===== src/hw/crtr_cfg.svh =====
// Register offsets, field positions and reset values of the raster timing register set.
`ifndef CRTR_CFG_SVH
`define CRTR_CFG_SVH
`define CRTR_PORT_MODE 4'h8
`define CRTR_PORT_COLOUR 4'h9
`define CRTR_PORT_STATUS 4'hA
`define CRTR_PORT_PEN_CLEAR 4'hB
`define CRTR_PORT_PEN_PRESET 4'hC
`define CRTR_PORT_BANK_PTR 4'hD
`define CRTR_PORT_BANK_VAL 4'hE
`define CRTR_PORT_CTRL_ID 4'hF
`define CRTR_IDX_HTOTAL 5'h00
`define CRTR_IDX_HDISP 5'h01
`define CRTR_IDX_HSYNC_POS 5'h02
`define CRTR_IDX_SYNC_WIDTHS 5'h03
`define CRTR_IDX_VTOTAL 5'h04
`define CRTR_IDX_VADJUST 5'h05
`define CRTR_IDX_VDISP 5'h06
`define CRTR_IDX_VSYNC_POS 5'h07
`define CRTR_IDX_SCAN_MODE 5'h08
`define CRTR_IDX_RASTERS 5'h09
`define CRTR_IDX_CUR_START 5'h0A
`define CRTR_IDX_CUR_END 5'h0B
`define CRTR_IDX_START_HI 5'h0C
`define CRTR_IDX_CURSOR_LO 5'h0F
`define CRTR_IDX_PEN_HI 5'h10
`define CRTR_IDX_LAST 5'h11
`define CRTR_BANK_READBACK_IDX 6'h29
`define CRTR_BANK_READBACK_BIT 6
`define CRTR_BANK_VARIANT_IDX 6'h2A
`define CRTR_BANK_VARIANT_BIT 0
`define CRTR_CTRL_PROTECT_BIT 7
`define CRTR_MODE_HIRES_TEXT_BIT 0
`define CRTR_STATUS_PEN_BIT 1
`define CRTR_VSYNC_FIXED 5'h10
`define CRTR_BYTE_RESET 8'h00
`endif


===== src/hw/crtr_pkg.sv =====
// Shared types of the raster timing register set.
package crtr_pkg;
    typedef logic [7:0] crtr_byte_t;
    typedef enum logic [1:0] {
        CRTR_BLINK_FAST_A,
        CRTR_BLINK_HIDDEN,
        CRTR_BLINK_FAST_B,
        CRTR_BLINK_SLOW
    } crtr_blink_t;
endpackage


===== src/hw/crtr_cursor.sv =====
// Cursor raster shape and field blink evaluation.
`timescale 1ns/1ns
module crtr_cursor
    import crtr_pkg::*;
(
    // Clock and reset
    input wire logic i_clk,
    input wire logic i_resetn,
    input wire logic i_ce,
    // Raster position
    input wire logic i_field_start,
    input wire logic [4:0] i_raster,
    input wire logic i_addr_match,
    // Cursor settings
    input wire logic [4:0] i_start,
    input wire logic [4:0] i_end,
    input wire logic [4:0] i_max_raster,
    input wire logic [1:0] i_blink,
    // Result
    output logic o_cursor_on
);
    logic [4:0] field_cnt_q;
    logic shape_hit;
    logic blink_on;
    crtr_blink_t blink_mode;

    assign blink_mode = crtr_blink_t'(i_blink);

    always_ff @(posedge i_clk or negedge i_resetn) begin
        if (!i_resetn) begin
            field_cnt_q <= 5'h00;
        end else if (i_ce && i_field_start) begin
            field_cnt_q <= field_cnt_q + 5'h01;
        end
    end

    always_comb begin
        if (i_start > i_max_raster) begin
            shape_hit = 1'b0;
        end else if (i_end > i_max_raster) begin
            shape_hit = 1'b1;
        end else if (i_start > i_end) begin
            shape_hit = (i_raster <= i_end) || (i_raster >= i_start);
        end else begin
            shape_hit = (i_raster >= i_start) && (i_raster <= i_end);
        end
    end

    always_comb begin
        case (blink_mode)
            CRTR_BLINK_HIDDEN: blink_on = 1'b0;
            CRTR_BLINK_SLOW: blink_on = (field_cnt_q[4:3] == 2'h0);
            default: blink_on = !field_cnt_q[3];
        endcase
    end

    always_ff @(posedge i_clk or negedge i_resetn) begin
        if (!i_resetn) begin
            o_cursor_on <= 1'b0;
        end else if (i_ce) begin
            o_cursor_on <= i_addr_match && shape_hit && blink_on;
        end
    end
endmodule


===== src/hw/crtr_regs.sv =====
// Host I/O port decoder and raster timing register set of the display controller.
// Contract
// - Four low address lines select sixteen ports.
// - Index port points at timing registers 0-17.
// - Write strobe stores, read strobe drives bus.
// - Drive bus only for listed readable ports.
// - Write-only read: high impedance, direction zero.
// - Bank writes need select low, protect set.
// - Port B clears pen flag; personality presets.
// - Even horizontal total rounds up to odd when required.
// - Odd displayed count rounds down in high-res.
// - Horizontal sync position is index minus one.
// - Horizontal sync width 1-15, never zero; a zero is passed through unchanged.
// - Vertical sync width programmable or fixed 16.
// - Vertical total and displayed rows stored.
// - Extra scan lines per field, 0-31.
// - Vertical sync row is target minus one.
// - Vertical bit seven forced zero unless variant.
// - Scan mode bit selects interlace.
// - Rasters per row minus one stored.
// - Cursor start raster and blink mode.
// - Cursor shape from start, end, maximum raster.
// - Start and cursor addresses are 14 bits.
// - Pen strobe rising edge latches refresh address.
// - Variant select is zero after reset.
`timescale 1ns/1ns
`include "crtr_cfg.svh"
module crtr_regs
    import crtr_pkg::*;
#(
    parameter int ADDR_W = 14,
    parameter int REG_COUNT = 18
) (
    // Clock and reset
    input wire logic i_clk,
    input wire logic i_resetn,
    input wire logic i_ce,
    // Host I/O port
    input wire logic [3:0] i_port_select_lines,
    input wire logic [7:0] i_host_data_bus,
    output logic [7:0] o_host_data_bus,
    output logic o_host_data_oe,
    output logic o_bus_direction,
    input wire logic i_io_write_strobe,
    input wire logic i_io_read_strobe,
    input wire logic i_bank_port_selectn,
    // Personality and raster engine feedback
    input wire logic i_mono_personality,
    input wire logic i_pen_strobe,
    input wire logic [ADDR_W-1:0] i_refresh_addr,
    input wire logic i_field_start,
    input wire logic [4:0] i_raster,
    input wire logic i_cursor_addr_match,
    // Timing values to the raster engine
    output logic [7:0] o_htotal,
    output logic [7:0] o_hdisp,
    output logic [7:0] o_hsync_pos,
    output logic [3:0] o_hsync_width,
    output logic [4:0] o_vsync_width,
    output logic [7:0] o_vtotal,
    output logic [4:0] o_vadjust,
    output logic [7:0] o_vdisp,
    output logic [7:0] o_vsync_pos,
    output logic o_interlace,
    output logic [4:0] o_max_raster,
    output logic [ADDR_W-1:0] o_start_addr,
    output logic [ADDR_W-1:0] o_cursor_addr,
    output logic o_cursor_on,
    // Mode, colour and bank values to the rest of the controller
    output logic [7:0] o_operating_mode,
    output logic [7:0] o_colour_select,
    output logic [7:0] o_control_identity,
    output logic [5:0] o_bank_pointer,
    output logic [7:0] o_bank_value,
    output logic o_bank_write,
    output logic o_compat_variant_select,
    output logic o_pen_flag
);
    initial begin
        if (ADDR_W != 14) begin
            $error("crtr_regs supports only a 14-bit refresh address");
        end
        if (REG_COUNT != 18) begin
            $error("crtr_regs supports only 18 timing registers");
        end
    end

    crtr_byte_t timing_q [REG_COUNT];
    logic [4:0] timing_index_q;
    crtr_byte_t operating_mode_q;
    crtr_byte_t colour_select_q;
    crtr_byte_t control_identity_q;
    logic [5:0] bank_ptr_q;
    crtr_byte_t bank_val_q;
    logic bank_write_q;
    logic readback_enable_q;
    logic compat_variant_select_q;
    logic pen_flag_q;
    logic pen_strobe_prev_q;
    logic [ADDR_W-1:0] pen_addr_q;
    logic wr;
    logic rd;
    logic is_index_port;
    logic is_data_port;
    logic bank_ok;
    logic pen_rise;
    logic pen_preset;
    crtr_byte_t wr_byte;
    crtr_byte_t rd_byte;
    logic rd_valid;
    logic hires_text;

    // Even ports of the low half are the index, odd ports the data.
    function automatic logic low_half(input logic [3:0] port);
        return !port[3];
    endfunction

    function automatic logic is_vertical_idx(input logic [4:0] idx);
        return idx == `CRTR_IDX_VTOTAL
            || idx == `CRTR_IDX_VDISP
            || idx == `CRTR_IDX_VSYNC_POS;
    endfunction

    assign wr = i_ce && i_io_write_strobe;
    assign rd = i_io_read_strobe;
    assign is_index_port = low_half(i_port_select_lines) && !i_port_select_lines[0];
    assign is_data_port = low_half(i_port_select_lines) && i_port_select_lines[0];
    assign bank_ok = !i_bank_port_selectn && control_identity_q[`CRTR_CTRL_PROTECT_BIT];
    assign pen_rise = i_pen_strobe && !pen_strobe_prev_q;
    assign hires_text = operating_mode_q[`CRTR_MODE_HIRES_TEXT_BIT];
    assign pen_preset = wr
        && ((!i_mono_personality && i_port_select_lines == `CRTR_PORT_PEN_PRESET)
        || (i_mono_personality && i_port_select_lines == `CRTR_PORT_COLOUR));

    // The vertical top bit cannot be set in the original personality.
    always_comb begin
        wr_byte = i_host_data_bus;
        if (is_vertical_idx(timing_index_q) && !compat_variant_select_q) begin
            wr_byte[7] = 1'b0;
        end
    end

    always_ff @(posedge i_clk or negedge i_resetn) begin
        if (!i_resetn) begin
            timing_index_q <= 5'h00;
        end else if (wr && is_index_port) begin
            timing_index_q <= i_host_data_bus[4:0];
        end
    end

    // The light-pen pair is read-only, so data writes at index 16 and up are dropped.
    always_ff @(posedge i_clk or negedge i_resetn) begin
        if (!i_resetn) begin
            for (int i = 0; i < REG_COUNT; i++) begin
                timing_q[i] <= `CRTR_BYTE_RESET;
            end
        end else if (wr && is_data_port && timing_index_q < `CRTR_IDX_PEN_HI) begin
            timing_q[timing_index_q] <= wr_byte;
        end
    end

    always_ff @(posedge i_clk or negedge i_resetn) begin
        if (!i_resetn) begin
            operating_mode_q <= `CRTR_BYTE_RESET;
            colour_select_q <= `CRTR_BYTE_RESET;
            control_identity_q <= `CRTR_BYTE_RESET;
        end else if (wr) begin
            if (i_port_select_lines == `CRTR_PORT_MODE) begin
                operating_mode_q <= i_host_data_bus;
            end else if (i_port_select_lines == `CRTR_PORT_COLOUR) begin
                colour_select_q <= i_host_data_bus;
            end else if (i_port_select_lines == `CRTR_PORT_CTRL_ID) begin
                control_identity_q <= i_host_data_bus;
            end
        end
    end

    // The bank write pulse stands for one enabled cycle per accepted data byte.
    always_ff @(posedge i_clk or negedge i_resetn) begin
        if (!i_resetn) begin
            bank_ptr_q <= 6'h00;
            bank_val_q <= `CRTR_BYTE_RESET;
            bank_write_q <= 1'b0;
        end else if (i_ce) begin
            bank_write_q <= 1'b0;
            if (i_io_write_strobe && bank_ok) begin
                if (i_port_select_lines == `CRTR_PORT_BANK_PTR) begin
                    bank_ptr_q <= i_host_data_bus[5:0];
                end else if (i_port_select_lines == `CRTR_PORT_BANK_VAL) begin
                    bank_val_q <= i_host_data_bus;
                    bank_write_q <= 1'b1;
                end
            end
        end
    end

    always_ff @(posedge i_clk or negedge i_resetn) begin
        if (!i_resetn) begin
            readback_enable_q <= 1'b0;
            compat_variant_select_q <= 1'b0;
        end else if (wr && bank_ok && i_port_select_lines == `CRTR_PORT_BANK_VAL) begin
            if (bank_ptr_q == `CRTR_BANK_READBACK_IDX) begin
                readback_enable_q <= i_host_data_bus[`CRTR_BANK_READBACK_BIT];
            end else if (bank_ptr_q == `CRTR_BANK_VARIANT_IDX) begin
                compat_variant_select_q <= i_host_data_bus[`CRTR_BANK_VARIANT_BIT];
            end
        end
    end

    // The edge detector resets to the idle low strobe level, so a strobe already high after reset is captured.
    always_ff @(posedge i_clk or negedge i_resetn) begin
        if (!i_resetn) begin
            pen_strobe_prev_q <= 1'b0;
            pen_addr_q <= '0;
        end else if (i_ce) begin
            pen_strobe_prev_q <= i_pen_strobe;
            if (pen_rise) begin
                pen_addr_q <= i_refresh_addr;
            end
        end
    end

    // A capture or preset in the same cycle as a clear leaves the flag set.
    always_ff @(posedge i_clk or negedge i_resetn) begin
        if (!i_resetn) begin
            pen_flag_q <= 1'b0;
        end else if (i_ce) begin
            if ((pen_rise) || pen_preset) begin
                pen_flag_q <= 1'b1;
            end else if (wr && i_port_select_lines == `CRTR_PORT_PEN_CLEAR) begin
                pen_flag_q <= 1'b0;
            end
        end
    end

    // Read mux; only the data port, status, control and enabled mode/colour answer.
    always_comb begin
        rd_byte = 8'h00;
        rd_valid = 1'b0;
        if (is_data_port) begin
            rd_valid = 1'b1;
            if (timing_index_q == `CRTR_IDX_PEN_HI) begin
                rd_byte = {2'h0, pen_addr_q[13:8]};
            end else if (timing_index_q == `CRTR_IDX_LAST) begin
                rd_byte = pen_addr_q[7:0];
            end else if (timing_index_q >= `CRTR_IDX_START_HI &&
                    timing_index_q <= `CRTR_IDX_CURSOR_LO) begin
                rd_byte = timing_q[timing_index_q];
            end
        end else if (i_port_select_lines == `CRTR_PORT_MODE) begin
            rd_valid = readback_enable_q;
            rd_byte = operating_mode_q;
        end else if (i_port_select_lines == `CRTR_PORT_COLOUR) begin
            rd_valid = readback_enable_q;
            rd_byte = colour_select_q;
        end else if (i_port_select_lines == `CRTR_PORT_STATUS) begin
            rd_valid = 1'b1;
            rd_byte[`CRTR_STATUS_PEN_BIT] = pen_flag_q;
        end else if (i_port_select_lines == `CRTR_PORT_CTRL_ID) begin
            rd_valid = 1'b1;
            rd_byte = control_identity_q;
        end
    end

    assign o_host_data_oe = rd && rd_valid;
    assign o_bus_direction = rd && rd_valid;
    assign o_host_data_bus = o_host_data_oe ? rd_byte : 8'h00;

    // Effective horizontal values after the even-count corrections.
    always_comb begin
        o_htotal = timing_q[`CRTR_IDX_HTOTAL];
        if ((o_interlace || hires_text) && !o_htotal[0]) begin
            o_htotal = o_htotal | 8'h01;
        end
        o_hdisp = timing_q[`CRTR_IDX_HDISP];
        if (hires_text) begin
            o_hdisp[0] = 1'b0;
        end
    end

    assign o_hsync_pos = timing_q[`CRTR_IDX_HSYNC_POS];
    assign o_hsync_width = timing_q[`CRTR_IDX_SYNC_WIDTHS][3:0];
    assign o_vsync_width = (!compat_variant_select_q ||
        timing_q[`CRTR_IDX_SYNC_WIDTHS][7:4] == 4'h0) ? `CRTR_VSYNC_FIXED
        : {1'b0, timing_q[`CRTR_IDX_SYNC_WIDTHS][7:4]};
    assign o_vtotal = timing_q[`CRTR_IDX_VTOTAL];
    assign o_vadjust = timing_q[`CRTR_IDX_VADJUST][4:0];
    assign o_vdisp = timing_q[`CRTR_IDX_VDISP];
    assign o_vsync_pos = timing_q[`CRTR_IDX_VSYNC_POS];
    assign o_interlace = timing_q[`CRTR_IDX_SCAN_MODE][0];
    assign o_max_raster = timing_q[`CRTR_IDX_RASTERS][4:0];
    assign o_start_addr = {timing_q[`CRTR_IDX_START_HI][5:0],
        timing_q[`CRTR_IDX_START_HI + 5'h01]};
    assign o_cursor_addr = {timing_q[`CRTR_IDX_CURSOR_LO - 5'h01][5:0],
        timing_q[`CRTR_IDX_CURSOR_LO]};
    assign o_operating_mode = operating_mode_q;
    assign o_colour_select = colour_select_q;
    assign o_control_identity = control_identity_q;
    assign o_bank_pointer = bank_ptr_q;
    assign o_bank_value = bank_val_q;
    assign o_bank_write = bank_write_q;
    assign o_compat_variant_select = compat_variant_select_q;
    assign o_pen_flag = pen_flag_q;

    crtr_cursor u_cursor (
        .i_clk(i_clk),
        .i_resetn(i_resetn),
        .i_ce(i_ce),
        .i_field_start(i_field_start),
        .i_raster(i_raster),
        .i_addr_match(i_cursor_addr_match),
        .i_start(timing_q[`CRTR_IDX_CUR_START][4:0]),
        .i_end(timing_q[`CRTR_IDX_CUR_END][4:0]),
        .i_max_raster(o_max_raster),
        .i_blink(timing_q[`CRTR_IDX_CUR_START][6:5]),
        .o_cursor_on(o_cursor_on)
    );
endmodule

===== config.mk =====
export PLATFORM = sky130hd
export DESIGN_NAME = crtr_regs
export DESIGN_NICKNAME = d
export VERILOG_FILES = /design/src/hw/crtr_pkg.sv /design/src/hw/crtr_cursor.sv /design/src/hw/crtr_regs.sv
export VERILOG_INCLUDE_DIRS = /design/src /design/src/hw
export SDC_FILE = /design/constraint.sdc
export NUM_CORES = 1
export LEC_CHECK = 0
export BUFFER_PORTS_ARGS = -buffer_cell sky130_fd_sc_hd__clkbuf_2
export CAP_MARGIN = 20
export CORE_UTILIZATION = 25
export DETAILED_ROUTE_END_ITERATION = 6
export PLACE_DENSITY = 0.44
export SLEW_MARGIN = 20
export SYNTH_ARGS = -nofsm -noshare
export SYNTH_HDL_FRONTEND = slang
export SYNTH_SLANG_ARGS = --single-unit

===== constraint.sdc =====
create_clock -name i_clk -period 2.6 [get_ports i_clk]
set_input_delay 0.52 -clock i_clk [delete_from_list [all_inputs] [get_ports i_clk]]
set_output_delay 0.52 -clock i_clk [all_outputs]
set_load 0.01 [all_outputs]

======== Yosys cells after proc, flatten, opt, wreduce, memory -nomap -nowiden ========
Cells that the tools add are included.
word-level totals
  register bits ........................... 212
  output and inout bits ................... 148
  word-level logic and storage cells ...... 151
cells by class
  $add $sub $neg .......................... 1
  $lt $le $gt $ge ......................... 10
  equal/unequal tests ..................... 17
  multiplexer cells ....................... 35
  bitwise gates (word level) .............. 5
  reduce and logical (&&, ||, !) cells .... 51
operator list
  operator               count
  $bwmux W144            1
  $mux W8                11
  $bmux W8 S5            1
  $demux W8 S5           1
  $eq A4 B4 Y1 const B   8
  $logic_and A1 B1 Y1    24
  $mux W1                18
  $eq A5 B3 Y1 const B   3
  $gt A5 B5 Y1           3
  $eq A6 B6 Y1 const B   2
  $eq A5 B5 Y1 const B   2
  $reduce_and A3 Y1      3
  $logic_not A1 Y1       8
  $reduce_and A2 Y1      4
  $reduce_and A4 Y1      2
  $logic_or A1 B1 Y1     7
  $ge A6 B6 Y1 const B   1
  $lt A6 B1 Y1 const B   1
  $mux W6                1
  $not A5 Y6             1
  $add A5 B1 Y5 const B  1
  $ge A5 B4 Y1 const B   1
  $ge A5 B5 Y1           1
  $le A5 B4 Y1 const B   1
  other kinds (10)       13

======== Logic depth before layout (Yosys ltp) ========
Gate-level depths: netlist of the first run.
  depth after elaboration ................. 9
  gate-level depth with buffers ........... 8
  gate-level depth less buffers ........... 7

======== Modules after synthesis ========
Synthesis of the first run repeated with hierarchy kept, for this count alone.
second synthesis, totals
  cells, all modules ...................... 715
  area total of the unflattened synthesis .. 8972.4 µm²
modules (own cells, without submodules)
  module       instances  cells each  area each (µm²)  seq. area each (µm²)
  crtr_regs    1          618         8109.0           4329.2
  crtr_cursor  1          97          863.3            150.1

======== Worst setup path after synthesis of the first run ========
Ideal clock, no wire load.
  kind .................................... flip-flop to output port
  from .................................... register timing_index_q[3]
  to ...................................... output port o_host_data_bus[2]
  arrival ................................. 1.816 ns
  setup slack ............................. 0.264 ns
  stages on the path, launching flop included .. 7
  path buffers ............................ 1
  path through ............................ dfrtp_1 nor2_1 and3_1 clkbuf_1 a221o_1 a21oi_1 nor4_1
on the way
  cells in the longest elaborated chain, start to end .. 9
ends and longest elaborated chain
  element                                      line              source
  from (decl)                                  crtr_regs.sv:89   logic [4:0] timing_index_q;
  from (signal assigned)                       crtr_regs.sv:147  timing_index_q <= i_host_data_bus[4:0];
  $not A5 Y6 (implied by the code)             crtr_regs.sv:248  rd_byte = timing_q[timing_index_q];
  $bmux W8 S5                                  crtr_regs.sv:248
  $mux W8 (implied by the code) (2 in series)  crtr_regs.sv:248
  $mux W8                                      crtr_regs.sv:246  end else if (timing_index_q >= `CRTR_IDX_START_HI &&
  $mux W8                                      crtr_regs.sv:244  end else if (timing_index_q == `CRTR_IDX_LAST) begin
  $mux W8 *                                    crtr_regs.sv:242  if (timing_index_q == `CRTR_IDX_PEN_HI) begin
  $mux W8 *                                    crtr_regs.sv:240  if (is_data_port) begin
  $mux W8 *                                    crtr_regs.sv:267  assign o_host_data_bus = o_host_data_oe ? rd_byte : 8'h00;
  to (decl)                                    crtr_regs.sv:41   output logic [7:0] o_host_data_bus,
Mark *: on every way between the ends. The rest lies on a longest branch, timed or not. The select of a mux whose other input is x is not followed.

======== Final worst setup path of the first run ========
  from .................................... register timing_index_q[0]
  to ...................................... output port o_host_data_bus[6]
Same word-level chain as after synthesis.

==> qor.yml, run 1 <==
worst_path_max_delay_cell: "mux4_2"
avgSynthCellArea_um2: 12.9
grt_overflow_total: 0
maxCapViolCount: 0
startpoint_type: "register"
p_clk_share_pct: 34.7
synth_seq_area_share_pct: 50.0
drv_slew: 0
synth_top_family_by_area: "multiplexers"
final_common_cell: "clkbuf_2"
avgViaCountPerCell: 4.44
final_cell_mix: "clkbuf_2 (187), dfrtp_1 (179), mux2_2 (171), buf_4 (35), ha_1 (26)"
io_pins: 189
slowest_delay_ns: 0.52
peakVddDrop_v: 0.000466
die_area_um2: 36600
vias: 5728
wl_mm: 25.6
cts.clk_slew.worst_paths_ns: 0.07
relSlewSlack_pct: 49.6
status: "complete, no violations"
cpLargestDelayFamily: "multiplexers"
n_antenna_cell: 0
cp-end-kind: "output pin"
numCtsBuffers: 17
initial_core_util_pct: 25.7
synth_edf_count: 0
synthAdderAreaFrac_pct: 3.63
clockBufferDepth: 2
finalSetupTns_ns: 0
syn_inst: 696
setup_violations: 0
first_global_vias: 5956
p_int_mw: 5.65
cts_tree: "built"
seqPwrFrac_pct: 43.9
num_rows: 68
io_buffers: 188
ys_types: 61
fin_crit_ns: 2.60
netlist_area_um2: 8960
fp.dieH_um: 191
antenna_found_initial: 1
cp_max_fo: 8
grt_pass1_wl_mm: 38.7
cts.sinks: 179
synth_warnings: 0
nets: 888
synth-xor-area-share_pct: 0.391
total_power_mw: 7.97
path_cells: "buf_12 -> mux4_2 -> a221oi_2 -> nor4_2 -> clkbuf_2"
wire_per_inst_um: 19.9
crit_type: "register to output pin"
p_per_area_nw_per_um2: 743
synthesis.nets: 763
muxShareOfSynthArea_pct: 23.7
hold_viol: 0
track_usage_pct: 14.5
worst_pin_slew_ns: 0.756
p_leak_nw: 5.33
fmax_mhz: 385
p_sw_mw: 2.32
synth_seq_cells: 179
drc: 0
post-route-period-util_pct: 100
gp_congestion: 0.755
synth_compound_area_share_pct: 4.82
rsz0062_at_grt: "true"
htreeDepth: 4
worstPathArrival_ns: 2.08
syn_to_final_growth_pct: 19.7
hold_path.class: "input pin to asynchronous set/reset pin"
switching_share_pct: 29.1
drt_pass1_iterations: 5
grt_max_degree: 58
layout-drive-gt1-share_pct: 56.7
hpwl_mm: 18.1
yosys.area_share.simple_pct: 7.51
synth_flop_cell: "dfrtp_1"
drt_iter0_drc: 204
dieWidth_um: 191
core_area_um2: 34900
async_flop_share_pct: 100
skew_ns: 0.00789
clk_latency_ns: 0.44
root_buffer: "clkbuf_16"
combPwrFrac_pct: 21.4
postRouteAntennaNets: 0
required_ns: 2.08
path_buf_inv: 2
[power groups by stage]
| stage | clock [mW] | sequential (mW) | combinational (mW) |
|---|---|---|---|
| after detailed placement | 0 | 3.55 | 1.69 |
| final | 2.77 | 3.50 | 1.71 |
| after global placement | 0 | 3.55 | 1.67 |
| after global routing | 2.99 | 3.56 | 1.89 |
| after floorplan | 0 | 3.51 | 1.21 |
| after CTS | 2.89 | 3.51 | 1.75 |
[Yosys cell counts, types with 7 or more instances]
| master | count | area share [%] |
|---|---|---|
| dfrtp_1 | 179 | 50 |
| mux2_2 | 171 | 21 |
| buf_4 | 91 | 7.6 |
| ha_1 | 26 | 3.6 |
| clkbuf_1 | 24 | 1.0 |
| inv_1 | 21 | 0.88 |
| a21oi_1 | 19 | 1.1 |
| nand2_1 | 16 | 0.67 |
| nor2_1 | 12 | 0.50 |
| nand2b_1 | 11 | 0.77 |
| a221oi_1 | 10 | 0.98 |
| mux4_2 | 8 | 2.0 |
| nor2b_1 | 8 | 0.56 |
| and2_1 | 7 | 0.49 |
[layer usage]
| layer | vias to the layer above | GRT usage, % | wire [µm] |
|---|---|---|---|
| li1 | 2646 | - | - |
| met1 | 2933 | 19.8 | 12300 |
| met2 | 133 | 22.8 | 11900 |
| met3 | 14 | 3.91 | 1210 |
| met4 | 2 | 3.05 | 208 |
| met5 | - | 0 | 11 |
[repair_timing]
| action | in CTS | in global routing |
|---|---|---|
| setup endpoints to repair | 8 | 8 |
| pin swaps | 12 | 0 |
| hold buffers | 0 | 0 |
| buffers inserted | 6 | 0 |
| gates resized for setup | 20 | 0 |
[path summary, 6_finish.rpt]
| check | from | to | slack [ns] | depth (start not counted) |
|---|---|---|---|---|
| setup / recovery | timing_index_q[0]$_DFFE_PN0P_ | o_host_data_bus[6] | 0.001 | 5 |
| hold / removal | i_resetn | o_control_identity[4]$_DFFE_PN0P_ | 0.05 | 1 |
| setup reg to reg | timing_index_q[4]$_DFFE_PN0P_ | timing_q[46]$_DFFE_PN0P_ | 0.44 | 5 |
| hold reg to reg | u_cursor.field_cnt_q[4]$_DFFE_PN0P_ | u_cursor.field_cnt_q[4]$_DFFE_PN0P_ | 0.47 | 1 |
| max in group asynchronous | i_resetn | o_hsync_width[1]$_DFFE_PN0P_ | 1.84 | 2 |
| min in group i_clk | i_refresh_addr[0] | pen_addr_q[0]$_DFFE_PN0P_ | 0.31 | 2 |
[per-stage QoR]
| stage | hold WS [ns] | cells | setup WS (ns) | util, % | instance area, µm² |
|---|---|---|---|---|---|
| after global routing | 0.0654 | 1289 | -0.103 | 30.8 | 10700 |
| after detailed placement | 0.460 | 1251 | 0.0498 | 28.6 | 9960 |
| after CTS | 0.0487 | 1289 | -0.0434 | 30.8 | 10700 |
| after global placement | 0.455 | 1251 | 0.0570 | 28.6 | 9960 |
| final | 0.0524 | 1289 | 0.00129 | 30.8 | 10700 |
| after floorplan | 0.224 | 696 | 0.264 | - | 8960 |
[sequential cells by signal, summed over array words and instances, names as in the netlist, 4 cells and up]
register,count
o_max_raster,5
o_control_identity,8
o_cursor_addr,14
timing_q,29
o_hsync_width,4
o_operating_mode,8
o_hdisp,7
o_hsync_pos,8
timing_index_q,5
u_cursor.field_cnt_q,5
o_vdisp,8
pen_addr_q,14
o_bank_value,8
o_vtotal,8
o_bank_pointer,6
o_start_addr,14
o_vsync_pos,8
o_vadjust,5
o_colour_select,8
[cells by family after synthesis]
| logic type | after synthesis |
|---|---|
| mux | 181 |
| flops | 179 |
| fa+ha+maj | 26 |
| simple gates | 103 |
| buf+inv | 143 |
| compound gates | 60 |
| xor+xnor | 4 |
[final cells by class]
class | instances | area (µm²)
sequential | 179 | 4480
clock buffer | 22 | 474
timing repair buffer | 228 | 1300
tap | 455 | 569
inverter | 21 | 78.8
fill | 3613 | 24100
clock inverter | 10 | 148
multi-input combinational | 374 | 3680
Power figures use the tool's default switching activity.
==> inputs of run 2 (changes only) <==
--- a/config.mk
+++ b/config.mk
@@ -8,9 +8,9 @@
 export LEC_CHECK = 0
 export BUFFER_PORTS_ARGS = -buffer_cell sky130_fd_sc_hd__clkbuf_2
 export CAP_MARGIN = 20
-export CORE_UTILIZATION = 25
+export CORE_UTILIZATION = 55
 export DETAILED_ROUTE_END_ITERATION = 6
-export PLACE_DENSITY = 0.44
+export PLACE_DENSITY = 0.81
 export SLEW_MARGIN = 20
 export SYNTH_ARGS = -nofsm -noshare
 export SYNTH_HDL_FRONTEND = slang
==> run 2 against run 1 <==
Sequential power is 1% higher. Largest cell class unchanged. Wire length is 19% lower. Worst setup slack better by 0.0059 ns. Clock power is 6% lower. Register-to-register slack better by 0.15 ns. Highest routed layer is now met4. Largest power group unchanged. Maximum frequency is 0.23% higher. Combinational power is 6% lower.
==> qor.yml, run 2 (synthesis gave the netlist of run 1 again) <==
cpLargestDelayFamily: "multiplexers"
dieWidth_um: 130
grt_overflow_total: 0
skew_ns: 0.00895
root_buffer: "clkbuf_16"
path_buf_inv: 2
routed.top_layer: "met4"
final_core_util_pct: 64.8
hold_viol: 0
worstReg2RegEnd: "o_start_addr[6]$_DFFE_PN0P_"
syn_to_final_growth_pct: 14.8
clockBufferDepth: 2
nets: 876
avgViaCountPerCell: 5.60
regMostFlops: "timing_q"
cts.clk_slew.worst_paths_ns: 0.07
cp-end-kind: "output pin"
fp.dieH_um: 130
worst_path_max_delay_cell: "mux4_2"
first_global_vias: 5775
hold_buffers: 0
rsz0062_at_grt: "true"
crit_type: "register to output pin"
drv_slew: 0
peakVddDrop_v: 0.000500
wl_mm: 20.7
worst_pin_slew_ns: 0.794
io_pins: 189
met2_length_mm: 10.2
maxCapViolCount: 0
largest_reg_flops: 29
setup_ws_ns: 0.00719
cts_tree: "built"
relSlewSlack_pct: 46.9
p_per_area_nw_per_um2: 755
path_cells: "buf_4 -> mux4_2 -> a221oi_4 -> nor3_2 -> buf_2"
core_area_um2: 15900
clk_latency_ns: 0.43
die_area_um2: 16800
wl_met1_mm: 9.10
r2r_start: "timing_index_q[4]$_DFFE_PN0P_"
initial_core_util_pct: 56.4
place_ws_ns: 0.112
grt_pass1_wl_mm: 31.9
track_usage_pct: 25.8
vias: 5808
drt_pass1_iterations: 7
numCtsBuffers: 17
final_common_cell: "clkbuf_2"
fillers: 1235
layout-drive-gt1-share_pct: 56.3
cp_max_fo: 6
grt_max_degree: 56
rrSetupSlack_ns: 0.59
fin_crit_ns: 2.59
drt_iter0_drc: 283
gp_congestion: 0.842
drc: 0
startpoint_type: "register"
place_area_um2: 9560
cts.sinks: 179
reg2reg_depth: 4
setup_violations: 0
stdcell_area_um2: 10300
p_leak_nw: 5.22
post-route-period-util_pct: 99.7
final_cell_mix: "clkbuf_2 (185), dfrtp_1 (175), mux2_2 (171), ha_1 (26), buf_4 (25)"
slowest_delay_ns: 0.55
status: "complete, no violations"
n_antenna_cell: 0
antenna_found_initial: 0
route.met3.wl_mm: 1.08
io_buffers: 188
htreeDepth: 4
postRouteAntennaNets: 0
fmax_mhz: 386
finalSetupTns_ns: 0
worstPathArrival_ns: 2.07
wire_per_inst_um: 19.9
total_power_mw: 7.77
hpwl_mm: 14.2
num_rows: 46
hold_path.class: "input pin to asynchronous set/reset pin"
required_ns: 2.08
-- run 2: area by class of cell --
type	instances	area (µm²)	area share (%)
sequential	179	4480	43.6
multi-input combinational	374	3690	35.8
timing repair buffer	216	1180	11.4
clock buffer	20	437	4.24
tap	216	270	2.63
clock inverter	12	156	1.52
inverter	21	78.8	0.766
-- run 2: power by group --
group	internal, mW	switching (mW)
sequential	3.21	0.344
combinational	0.808	0.803
clock	1.52	1.09
-- run 2: how the worst max path moves through the flow --
stage,start,endpoint,slack [ns],depth (start not counted)
floorplan,timing_index_q[3]$_DFFE_PN0P_,o_host_data_bus[2],0.26,6
global placement,timing_index_q[0]$_DFFE_PN0P_,o_host_data_bus[3],0.18,6
detailed placement,timing_index_q[0]$_DFFE_PN0P_,o_host_data_bus[3],0.11,6
CTS,timing_index_q[0]$_DFFE_PN0P_,o_host_data_bus[6],-0.03,4
global route,timing_index_q[0]$_DFFE_PN0P_,o_host_data_bus[1],-0.05,6
finish,timing_index_q[0]$_DFFE_PN0P_,o_host_data_bus[7],0.007,5
-- run 2: what timing repair did --
action / 4_1_cts / 5_1_grt
gates resized for setup: 12 / 16
cloned: 0 / 0
pin swaps: 3 / 7
setup buffers: 2 / 2
setup endpoints to repair: 8 / 8
endpoints found under the hold margin: 0 / 0
-- run 2: worst reg2reg max path, stage by stage (launching register included) --
cell and delay (ns):
dfrtp_2 0.49, or3_4 0.45, nor3b_4 0.47, nand2_4 0.18
mux2_2 0.31
-- run 2: layer usage --
| metal | track usage [%] | vias to the layer above |
|---|---|---|
| li1 | - | 2622 |
| met1 | 34.3 | 2971 |
| met2 | 42.0 | 190 |
| met3 | 5.37 | 25 |
| met4 | 9.03 | 0 |
| met5 | 0 | - |
-- run 2: per-stage QoR --
stage | instances | hold WS (ns)
2_1_floorplan | 696 | 0.224
3_3_place_gp | 1002 | 0.454
3_5_place_dp | 1002 | 0.479
4_1_cts | 1036 | 0.0471
5_1_grt | 1038 | 0.0664
6_report | 1038 | 0.0383
